### src/design/tmr_pkg.sv
// Shared constants, register map and carrier types of the timer interrupt/status block
package tmr_pkg;

	// Register byte offsets on the APB slave
	localparam logic [7:0]       OFF_FSEL = 8'h00;
	localparam logic [2:0][7:0]  OFF_IEN  = {8'h0C, 8'h08, 8'h04};
	localparam logic [2:0][7:0]  OFF_STAT = {8'h18, 8'h14, 8'h10};

	// Reset values
	localparam logic [3:0]       FSEL_RST = 4'h0;
	localparam logic [7:0]       IEN_RST  = 8'h40;
	localparam logic [7:0]       STAT_RST = 8'hC0;

	// Fixed read bits: enable bit 6 reads one, bit 7 zero; status bit 6 reads one
	localparam logic [7:0]       IEN_FIXED  = 8'h40;
	localparam logic [7:0]       STAT_FIXED = 8'h40;

	// Implemented enable / flag bits per channel (index 0 is channel 0)
	localparam logic [2:0][7:0]  CH_MASK = {8'h33, 8'h33, 8'h1F};

	// Bit positions shared by enable and status registers; BIT_DIR is status only
	localparam int BIT_CC_A  = 0;
	localparam int BIT_CC_B  = 1;
	localparam int BIT_CC_C  = 2;
	localparam int BIT_CC_D  = 3;
	localparam int BIT_OVF   = 4;
	localparam int BIT_UDF   = 5;
	localparam int BIT_DIR   = 7;

	// Function select field positions
	localparam int FS_CAPT   = 3;
	localparam int FS_INIT   = 2;

	// Events from the counter datapath, one set per channel
	typedef struct packed {
		logic dir_up;
		logic udf;
		logic ovf;
		logic cc_d;
		logic cc_c;
		logic cc_b;
		logic cc_a;
	} tmr_evt_s;

	// Interrupt request levels, one set per channel
	typedef struct packed {
		logic underflow_irq;
		logic overflow_irq;
		logic cc_d_irq;
		logic cc_c_irq;
		logic cc_b_irq;
		logic cc_a_irq;
	} tmr_irq_s;

	// APB request from the master
	typedef struct packed {
		logic        psel;
		logic        penable;
		logic        pwrite;
		logic [7:0]  paddr;
		logic [31:0] pwdata;
	} tmr_apb_req_s;

	// APB answer to the master
	typedef struct packed {
		logic        pready;
		logic        pslverr;
		logic [31:0] prdata;
	} tmr_apb_rsp_s;

	// Complete state of the block
	typedef struct packed {
		logic [3:0]      fsel;
		logic [2:0][7:0] ien;
		logic [2:0][7:0] flag;
		logic [2:0][7:0] armed;
		logic [2:0]      dir_up;
		logic            pin;
		logic            pin_prev;
		logic            cap_stb;
		logic [31:0]     prdata;
	} tmr_state_s;

	localparam tmr_state_s STATE_RST = '{
		fsel:     FSEL_RST,
		ien:      {IEN_RST, IEN_RST, IEN_RST},
		flag:     {3{8'h00}},
		armed:    {3{8'h00}},
		dir_up:   3'h7,
		pin:      1'b0,
		pin_prev: 1'b0,
		cap_stb:  1'b0,
		prdata:   32'h0000_0000
	};

endpackage : tmr_pkg
### src/design/tmr_irq_stat.sv
// Interrupt enable, status flags and channel 2 A function select of a three-channel timer
`timescale 1ns/100ps

module tmr_irq_stat (
	// Clock and reset
	input  wire logic                   core_clk,
	input  wire logic                   rst,
	// APB slave
	input  wire tmr_pkg::tmr_apb_req_s  apb_req,
	output tmr_pkg::tmr_apb_rsp_s       apb_rsp,
	// Counter datapath events
	input  wire tmr_pkg::tmr_evt_s [2:0] evt,
	output logic                        ch2_general_reg_a_capture,
	// Channel 2 A pin
	input  wire logic                   ch2_a_capture_compare_pin_in,
	output logic                        ch2_a_capture_compare_pin_out,
	output logic                        ch2_a_capture_compare_pin_oe,
	// Interrupt requests
	output tmr_pkg::tmr_irq_s [2:0]     irq
);
	import tmr_pkg::*;

	tmr_state_s       q;
	tmr_state_s       d;
	logic [2:0][7:0]  rd_ien;
	logic [2:0][7:0]  rd_stat;
	logic [7:0]       rd_sel;
	logic             hit;
	logic             setup;
	logic             acc;
	logic             rise;
	logic             fall;
	logic             cap_hit;
	logic [2:0][7:0]  set_v;
	logic [2:0][7:0]  clr_v;

	// Read views and interrupt levels, one copy per channel
	genvar g;
	generate
		for (g = 0; g < 3; g++) begin : g_ch
			assign rd_ien[g] = (q.ien[g] & CH_MASK[g]) | IEN_FIXED;
			if (g == 0) begin : g_c0
				assign rd_stat[g] = {1'b1, STAT_FIXED[6:0] | (q.flag[g][6:0] & CH_MASK[g][6:0])};
			end else begin : g_c12
				assign rd_stat[g] = {q.dir_up[g], STAT_FIXED[6:0] | (q.flag[g][6:0] & CH_MASK[g][6:0])};
			end
			assign irq[g].underflow_irq = q.flag[g][BIT_UDF] & q.ien[g][BIT_UDF] & CH_MASK[g][BIT_UDF];
			assign irq[g].overflow_irq  = q.flag[g][BIT_OVF] & q.ien[g][BIT_OVF];
			assign irq[g].cc_d_irq      = q.flag[g][BIT_CC_D] & q.ien[g][BIT_CC_D] & CH_MASK[g][BIT_CC_D];
			assign irq[g].cc_c_irq      = q.flag[g][BIT_CC_C] & q.ien[g][BIT_CC_C] & CH_MASK[g][BIT_CC_C];
			assign irq[g].cc_b_irq      = q.flag[g][BIT_CC_B] & q.ien[g][BIT_CC_B];
			assign irq[g].cc_a_irq      = q.flag[g][BIT_CC_A] & q.ien[g][BIT_CC_A];
		end
	endgenerate

	// Zero-wait slave: read data is latched in setup, so the access phase answers at once
	assign setup           = apb_req.psel & ~apb_req.penable;
	assign acc             = apb_req.psel & apb_req.penable;
	assign apb_rsp.pready  = 1'b1;
	assign apb_rsp.pslverr = acc & ~hit;
	assign apb_rsp.prdata  = q.prdata;

	assign ch2_general_reg_a_capture     = q.cap_stb;
	assign ch2_a_capture_compare_pin_out = q.pin;
	assign ch2_a_capture_compare_pin_oe  = ~q.fsel[FS_CAPT] & (q.fsel[1:0] != 2'b00);

	// Inputs are synchronous, so one stored sample is enough for edge detection
	assign rise = ch2_a_capture_compare_pin_in & ~q.pin_prev;
	assign fall = ~ch2_a_capture_compare_pin_in & q.pin_prev;
	assign cap_hit = q.fsel[FS_CAPT] & (q.fsel[1] ? (rise | fall) : (q.fsel[0] ? fall : rise));

	always_comb begin
		d      = q;
		hit    = 1'b0;
		rd_sel = 8'h00;
		set_v  = '0;
		clr_v  = '0;
		if (apb_req.paddr == OFF_FSEL) begin
			hit    = 1'b1;
			rd_sel = {4'h0, q.fsel};
		end
		for (int i = 0; i < 3; i++) begin
			if (apb_req.paddr == OFF_IEN[i]) begin
				hit    = 1'b1;
				rd_sel = rd_ien[i];
			end
			if (apb_req.paddr == OFF_STAT[i]) begin
				hit    = 1'b1;
				rd_sel = rd_stat[i];
			end
		end
		if (setup) begin
			d.prdata = {24'h00_0000, rd_sel};
		end
		d.pin_prev = ch2_a_capture_compare_pin_in;
		d.cap_stb  = cap_hit;
		for (int i = 0; i < 3; i++) begin
			set_v[i][BIT_UDF]  = evt[i].udf;
			set_v[i][BIT_OVF]  = evt[i].ovf;
			set_v[i][BIT_CC_D] = evt[i].cc_d;
			set_v[i][BIT_CC_C] = evt[i].cc_c;
			set_v[i][BIT_CC_B] = evt[i].cc_b;
			set_v[i][BIT_CC_A] = evt[i].cc_a;
			if (i == 2) begin
				set_v[i][BIT_CC_A] = q.fsel[FS_CAPT] ? cap_hit : evt[i].cc_a;
			end
			set_v[i] = set_v[i] & CH_MASK[i];
			if (i != 0) begin
				d.dir_up[i] = evt[i].dir_up;
			end
			if (acc && apb_req.pwrite && apb_req.paddr == OFF_IEN[i]) begin
				d.ien[i] = (q.ien[i] & ~CH_MASK[i]) | (apb_req.pwdata[7:0] & CH_MASK[i]);
			end
			// Only bits seen as one by an earlier read may be cleared by a zero
			if (acc && apb_req.pwrite && apb_req.paddr == OFF_STAT[i]) begin
				clr_v[i] = ~apb_req.pwdata[7:0] & q.armed[i] & CH_MASK[i];
			end
			if (acc && !apb_req.pwrite && apb_req.paddr == OFF_STAT[i]) begin
				d.armed[i] = q.armed[i] | (q.prdata[7:0] & CH_MASK[i]);
			end else begin
				d.armed[i] = q.armed[i] & ~clr_v[i];
			end
			// A new event in the clearing cycle wins, so it is not lost
			d.flag[i] = (q.flag[i] & ~clr_v[i]) | set_v[i];
		end
		if (!q.fsel[FS_CAPT] && evt[2].cc_a) begin
			case (q.fsel[1:0])
				2'b01:   d.pin = 1'b0;
				2'b10:   d.pin = 1'b1;
				2'b11:   d.pin = ~q.pin;
				default: d.pin = q.pin;
			endcase
		end
		// A new output mode loads its initial level, overriding a same-cycle match
		if (acc && apb_req.pwrite && apb_req.paddr == OFF_FSEL) begin
			d.fsel = apb_req.pwdata[3:0];
			if (!apb_req.pwdata[FS_CAPT]) begin
				d.pin = apb_req.pwdata[FS_INIT];
			end
		end
	end

	always_ff @(posedge core_clk) begin
		if (rst) begin
			q <= STATE_RST;
		end else begin
			q <= d;
		end
	end
endmodule : tmr_irq_stat

### config.mk
export PLATFORM = sky130hd
export DESIGN_NAME = tmr_irq_stat
export DESIGN_NICKNAME = d
export VERILOG_FILES = /design/src/design/tmr_pkg.sv /design/src/design/tmr_irq_stat.sv
export SDC_FILE = /design/constraint.sdc
export NUM_CORES = 1
export LEC_CHECK = 0
export BUFFER_PORTS_ARGS = -buffer_cell sky130_fd_sc_hd__buf_4
export CAP_MARGIN = 20
export CORE_MARGIN = 4
export CORE_UTILIZATION = 44
export CTS_CLUSTER_SIZE = 28
export DETAILED_ROUTE_END_ITERATION = 12
export MAX_ROUTING_LAYER = met4
export PLACE_DENSITY = 0.74
export SETUP_SLACK_MARGIN = 0.2
export SLEW_MARGIN = 20
export SYNTH_ARGS = -nofsm -noshare
export SYNTH_HDL_FRONTEND = slang
export SYNTH_SLANG_ARGS = --single-unit
### constraint.sdc
create_clock -name core_clk -period 3.1 [get_ports core_clk]
set_input_delay 0.155 -clock core_clk [delete_from_list [all_inputs] [get_ports core_clk]]
set_output_delay 0.155 -clock core_clk [all_outputs]
set_load 0.03 [all_outputs]
==> results of run 1 <==
[registers in the layout, summed over array words and instances, names as in the netlist]
register,flops
apb_rsp,8
ch2_a_capture_compare_pin_out,1
q,46
ch2_general_reg_a_capture,1
[layout make-up]
cell class | count | share of cell area
Clock buffer | 5 | 0.0200
Tap cell | 77 | 0.0279
Sequential cell | 56 | 0.325
Timing Repair Buffer | 59 | 0.128
Inverter | 12 | 0.0131
Clock inverter | 3 | 0.0261
Multi-Input combinational cell | 269 | 0.459
[critical path: stages, from the launching register on]
cell      delay, ps
dfxtp_1         340
inv_1            50
ha_1            170
mux2_2          260
o211ai_1        190
inv_1            70
nor2_1          240
o21ai_0         120
[cell families (layout without fill, tap and decap cells)]
| group | after synthesis | after routing |
|---|---|---|
| other cells | 2 | 30 |
| fa+ha+maj | 2 | 2 |
| flops | 56 | 56 |
| compound gates | 75 | 75 |
| simple gates | 144 | 144 |
| mux | 18 | 18 |
| buf+inv | 66 | 79 |
[power by group through the flow]
stage | sequential [mW] | clock [mW] | combinational, mW
after floorplan | 0.761 | 0 | 0.162
after global placement | 0.767 | 0 | 0.196
after detailed placement | 0.768 | 0 | 0.199
after CTS | 0.751 | 0.660 | 0.199
after global routing | 0.754 | 0.693 | 0.216
final | 0.751 | 0.655 | 0.201
[metrics by stage]
step / instance area [um^2] / utilization / hold slack (ps)
detailed placement: 3290 / 0.509 / 344
finish: 3450 / 0.534 / 16.1
global route: 3450 / 0.534 / 15.8
floorplan: 3100 / - / 259
global placement: 3290 / 0.509 / 343
CTS: 3450 / 0.534 / 14.7
[cell usage after synthesis, types with 2 or more instances]
cell type / number / area share
o311ai_0: 2 / 0.0059
or3_1: 2 / 0.0042
o211ai_1: 2 / 0.0050
a22o_1: 2 / 0.0059
nand2_1: 31 / 0.039
and3_1: 3 / 0.0063
mux2i_1: 17 / 0.057
o21ai_0: 20 / 0.033
nand3b_1: 2 / 0.0050
nor2_1: 48 / 0.060
nand4_1: 4 / 0.0084
a311oi_1: 4 / 0.012
buf_2: 3 / 0.0050
o22ai_1: 6 / 0.013
conb_1: 2 / 0.0025
nor3_1: 9 / 0.015
nor4b_1: 4 / 0.012
clkbuf_1: 12 / 0.015
nand2b_1: 4 / 0.0084
nor2b_1: 5 / 0.010
nor3_4: 4 / 0.022
buf_4: 38 / 0.095
inv_1: 11 / 0.014
ha_1: 2 / 0.0084
or2_2: 3 / 0.0063
a31oi_1: 2 / 0.0042
nor4_1: 2 / 0.0042
nand3_1: 4 / 0.0067
a21oi_1: 14 / 0.023
o311ai_1: 2 / 0.0059
and2_1: 14 / 0.029
a21boi_0: 5 / 0.013
dfxtp_1: 56 / 0.37
o21a_1: 5 / 0.013
[per-layer routing]
metal	global-route usage	up-vias	routed length, um
met5	-	-	0
met3	0.0467	12	632
met1	0.253	1262	3410
met4	0.0548	0	117
met2	0.322	102	3790
li1	-	1273	-
[path summary, 6_finish.rpt]
check / start / endpoint / slack [ps] / cells after the start
min: evt[13] / q[36]$_SDFF_PP1_ / 20 / 2
min reg2reg: q[58]$_SDFF_PP0_ / q[58]$_SDFF_PP0_ / 470 / 1
max reg2reg: q[33]$_SDFF_PP0_ / q[78]$_SDFF_PP0_ / 1540 / 7
max: q[33]$_SDFF_PP0_ / q[78]$_SDFF_PP0_ / 1540 / 7
==> summary.txt, run 1 <==
GPL Wtd Cong: 0.913
Max VDD drop: 248 uV
Critical Path AT: 1750 ps
Type of the worst setup path: reg -> reg
Input/output buffers: 59
# rows: 29
Largest family of logic cells by synthesized area: simple AND/OR/NAND/NOR gates
Pwr dens: 466 nW/um^2
Synth Area in Simple Gates: 0.258
Worst Path Max Fanout: 2
N_diodes: 0
Fin worst setup slack: 1540 ps
Cell Area, Synth: 2990 um^2
CTS resizes: 0
Clock share of power: 0.408
RSZ-0062 raised after global routing: no
Post-DP HPWL: 5900 um
Initial DRC count: 173
Commonest cells after routing, fill and taps aside: 59 x buf_4, 56 x dfxtp_1, 48 x nor2_1
Asr flop ratio synth: 0
Tot Pwr: 1.61 mW
Sequential cell area: 1120 um^2
Worst-margin pin slew: 559 ps
Hold_buf cts: 0
Final cell count without fillers: 481
CTS Root Cell: clkbuf_8
DIE HEIGHT: 90.5 um
Clk buf depth: 2
Post-layout nets: 472
Worst hold path type: in -> reg
Synthesis Warnings: 0
Seq pwr share: 0.467
Clock-pin slew of the registers on the worst-case setup and hold paths: 100 ps
Post-synth cell types: 53
GR Util All Layers: 0.201
Max-slew violation count: 0
Vias in the first global route: 2495
Period utilization: 0.504
Initial antenna violation count: 0
Cell Int Power: 1.20 mW
Die X: 90.5 um
Primary flip-flop cell chosen by synthesis mapping: dfxtp_1
Mux cell area share after synthesis: 0.0606
Setup_tns: 0 ps
Setup bufs post-CTS: 0
Largest net degree at the start of global routing: 42
WL final: 7950 um
Layout cells sized above 1: 0.198
Setup slack after placement: 1300 ps
Multi-input gate area: 1580 um^2
Clock Latency Late Sink: 320 ps
Total leakage power: 1.49 nW
# DRC: 0
CTS HTree Levels: 2
Routed vias/inst: 5.51
F_max: 640 MHz
Post-Synth Adder-Cell Area: 0.00836
Outcome: finished clean
Fill cell count: 637
Inst Count DP: 473
Number of max-cap violations: 0
Synth Area in XOR/XNOR: 0
Cells after Synth: 363
Synth Register Bits: 56
Net Sw Frac: 0.252
CTS Sinks: 56
First-pass GRT wire length: 12800 um
ANT nets after route: 0
Final setup violation count: 0
Post-synth EDFFs: 0
TritonCTS buffer count: 5
Area growth syn-to-layout: 15.2%
Slew HR: 0.625
WL/cell: 16.5 um
Detailed Routing Iterations Pass 1: 4
Vias post-DR: 2649
Net Sw Power: 406 uW
Avg Cell Area, Syn: 8.24 um^2
Comb pwr share: 0.125
GRT overflow: 0
Setup crit end kind: flip-flop
Final hold violation count: 0
Startpoint types: flip-flop
Max Clock Skew: 8.61 ps
Core Region: 6460 um^2
Critical path required time: 3290 ps
Commonest non-fill, non-tap cell in the layout: buf_4
Die footprint: 8190 um^2
CTS tree: yes
Post-layout min period: 1560 ps
Synth Area in Compound Gates: 0.165
I/O pin count: 122
Sequential cell area fraction in the yosys report: 0.375
Initial Util: 0.463
Power figures use the tool's default switching activity.
==> run 2: changes to the inputs <==
PLACE_DENSITY = 0.77   (was 0.74)
clock period = 1.4 ns   (was 3.1 ns; I/O delays follow)
==> run 2 against run 1 <==
Effect of this change: the run now ends with hold timing left; largest power group unchanged; fmax increased by 13%; cell area is 15% higher; die area unchanged; critical endpoint unchanged; critical path type unchanged; sequential power increased by 120%; wire length grew 5.8%; clock power up 38%; combinational power rose to 2.7 times the previous value.
==> summary.txt, run 2 (synthesized netlist as in run 1, its figures left out) <==
Startpoint types: flip-flop (unchanged)
Slowest Stage Delay on Critical Path: 350 ps (was 340 ps)
N_diodes: 0 (unchanged)
# rows: 29 (unchanged)
Failing checks: hold timing
Routed vias/inst: 5.32 (was 5.51)
GRT overflow: 0 (unchanged)
Critical-path cell list: inv_2 -> ha_4 -> mux2_4 -> o211ai_1 -> inv_1 -> nor2_2 -> o21ai_1 (was inv_1 -> ha_1 -> mux2_2 -> o211ai_1 -> inv_1 -> nor2_1 -> o21ai_0)
I/O pin count: 122 (unchanged)
Total leakage power: 1.75 nW (was 1.49 nW)
Crit-path slowest cell: dfxtp_2 (was dfxtp_1)
Post-layout min period: 1380 ps (was 1560 ps)
Post-layout nets: 521 (was 472)
Commonest cells after routing, fill and taps aside: 90 x buf_4, 52 x dfxtp_1, 44 x nor2_1 (was 59 x buf_4, 56 x dfxtp_1, 48 x nor2_1)
Detailed Routing Iterations Pass 1: 5 (was 4)
Clock share of power: 0.290 (was 0.408)
Largest net degree at the start of global routing: 36 (was 42)
Critical Path AT: 1570 ps (was 1750 ps)
CP Buf/Inv Count: 2 (unchanged)
Cell Int Power: 2.24 mW (was 1.20 mW)
Die footprint: 8190 um^2 (unchanged)
Die X: 90.5 um (unchanged)
CTS Sinks: 56 (unchanged)
Clk buf depth: 2 (unchanged)
HP Start: rst (was evt[13])
Initial Util: 0.463 (unchanged)
Number of max-cap violations: 0 (unchanged)
Top reg by flops: q (unchanged)
Initial antenna violation count: 0 (unchanged)
Max VDD drop: 513 uV (was 248 uV)
Clock Latency Late Sink: 310 ps (was 320 ps)
CTS tree: yes (unchanged)
Tot Pwr: 3.12 mW (was 1.61 mW)
Clock-pin slew of the registers on the worst-case setup and hold paths: 100 ps (about the same)
Core Region: 6460 um^2 (unchanged)
Hold worst-path end: apb_rsp[6]$_SDFFE_PP0P_ (was q[36]$_SDFF_PP1_)
Final hold violation count: 1 (was 0)
Worst r2r path cells: 7 (unchanged)
Comb pwr share: 0.177 (was 0.125)
Area growth syn-to-layout: 32.6% (was 15.2%)
Pwr dens: 786 nW/um^2 (was 466 nW/um^2)
CTS HTree Levels: 2 (unchanged)
Vias in the first global route: 2615 (was 2495)
Period utilization: 0.985 (was 0.504)
Net Sw Frac: 0.282 (was 0.252)
Initial DRC count: 185 (was 173)
WHS Path Cells: 2 (unchanged)
Worst r2r src: q[33]$_SDFF_PP0_ (unchanged)
TritonCTS buffer count: 5 (unchanged)
Hold_buf cts: 6 (was 0)
Input/output buffers: 59 (unchanged)
Multi-input gate area: 1730 um^2 (was 1580 um^2)
WL final: 8410 um (was 7950 um)
Setup_tns: 0 ps (unchanged)
GPL Wtd Cong: 0.961 (was 0.913)
RR Endpoint: q[78]$_SDFF_PP0_ (unchanged)
Fill cell count: 536 (was 637)
Top delay family on crit path: flip-flops (unchanged)
Max FFs per register: 46 (unchanged)
Sequential cell area: 1130 um^2 (was 1120 um^2)
RSZ-0062 raised after global routing: yes (was no)
# DRC: 0 (unchanged)
Outcome: complete, but fails checks (was finished clean)
Critical path required time: 1600 ps (was 3290 ps)
ANT nets after route: 0 (unchanged)
Max Clock Skew: 8.08 ps (was 8.61 ps)
First-pass GRT wire length: 13100 um (was 12800 um)
WHS: -2.37 ps (was 16.1 ps)
Vias post-DR: 2816 (was 2649)
Layout cells sized above 1: 0.316 (was 0.198)
Worst Path Max Fanout: 2 (unchanged)
CTS Root Cell: clkbuf_8 (unchanged)
F_max: 725 MHz (was 640 MHz)
Max-slew violation count: 0 (unchanged)
DP Area: 3610 um^2 (was 3290 um^2)
R2r setup slk: 20 ps (was 1540 ps)
Cell area after layout: 3970 um^2 (was 3450 um^2)
Worst hold path type: in -> reg (unchanged)
WL/cell: 15.9 um (was 16.5 um)
GR Util All Layers: 0.203 (was 0.201)
Commonest non-fill, non-tap cell in the layout: buf_4 (unchanged)
DIE HEIGHT: 90.5 um (unchanged)
Final setup violation count: 0 (unchanged)
Post-DP HPWL: 6350 um (was 5900 um)
Seq pwr share: 0.533 (was 0.467)
Net Sw Power: 881 uW (was 406 uW)
Setup crit end kind: flip-flop (unchanged)
Type of the worst setup path: reg -> reg (unchanged)
[run 2: power groups by stage]
stage,logic [mW],clock network (mW),registers [mW]
floorplan,0.366,0,1.68
global placement,0.493,0,1.70
detailed placement,0.497,0,1.70
CTS,0.522,0.920,1.66
global route,0.589,0.975,1.67
finish,0.552,0.905,1.66
[run 2: final cells by class]
cell class / instances / share of cell area
Clock buffer: 6 / 0.0208
Multi-Input combinational cell: 269 / 0.435
Inverter: 12 / 0.0114
Sequential cell: 56 / 0.284
Clock inverter: 1 / 0.00221
Timing Repair Buffer: 108 / 0.223
Tap cell: 77 / 0.0243
[run 2: per-stage QoR]
step                 util  hold slack [ps]  std cells  setup WS, ps
finish              0.614            -2.37        529          21.6
global route        0.614            -11.1        529         -56.8
CTS                 0.590            -16.1        522          26.7
floorplan               -              174        391          76.9
global placement    0.559              255        506         -90.8
detailed placement  0.559              258        506          -117
[run 2: layer usage]
layer,part of all wire,up-vias,global-route usage
li1,-,1372,-
met2,0.48,96,0.323
met4,0.017,0,0.0612
met1,0.45,1331,0.265
met5,0,-,-
met3,0.056,17,0.0333
[run 2: what timing repair did]
| action | 4_1_cts | 5_1_grt |
|---|---|---|
| endpoints found under the setup margin | 2 | 31 |
| buffers inserted | 3 | 7 |
| endpoints found under the hold margin | 8 | 2 |
| pin swaps | 3 | 18 |
| gates resized for setup | 7 | 27 |
[run 2: worst max path at each step]
stage,from,end,slack (ps),cells past startpoint
floorplan,apb_req[38],apb_rsp[0]$_SDFFE_PP0P_,80,4
finish,q[33]$_SDFF_PP0_,q[78]$_SDFF_PP0_,20,7
detailed placement,apb_req[33],q[79]$_SDFF_PP0_,-120,6
CTS,q[33]$_SDFF_PP0_,q[78]$_SDFF_PP0_,30,7
global route,q[33]$_SDFF_PP0_,q[78]$_SDFF_PP0_,-60,7
global placement,apb_req[38],apb_rsp[0]$_SDFFE_PP0P_,-90,5
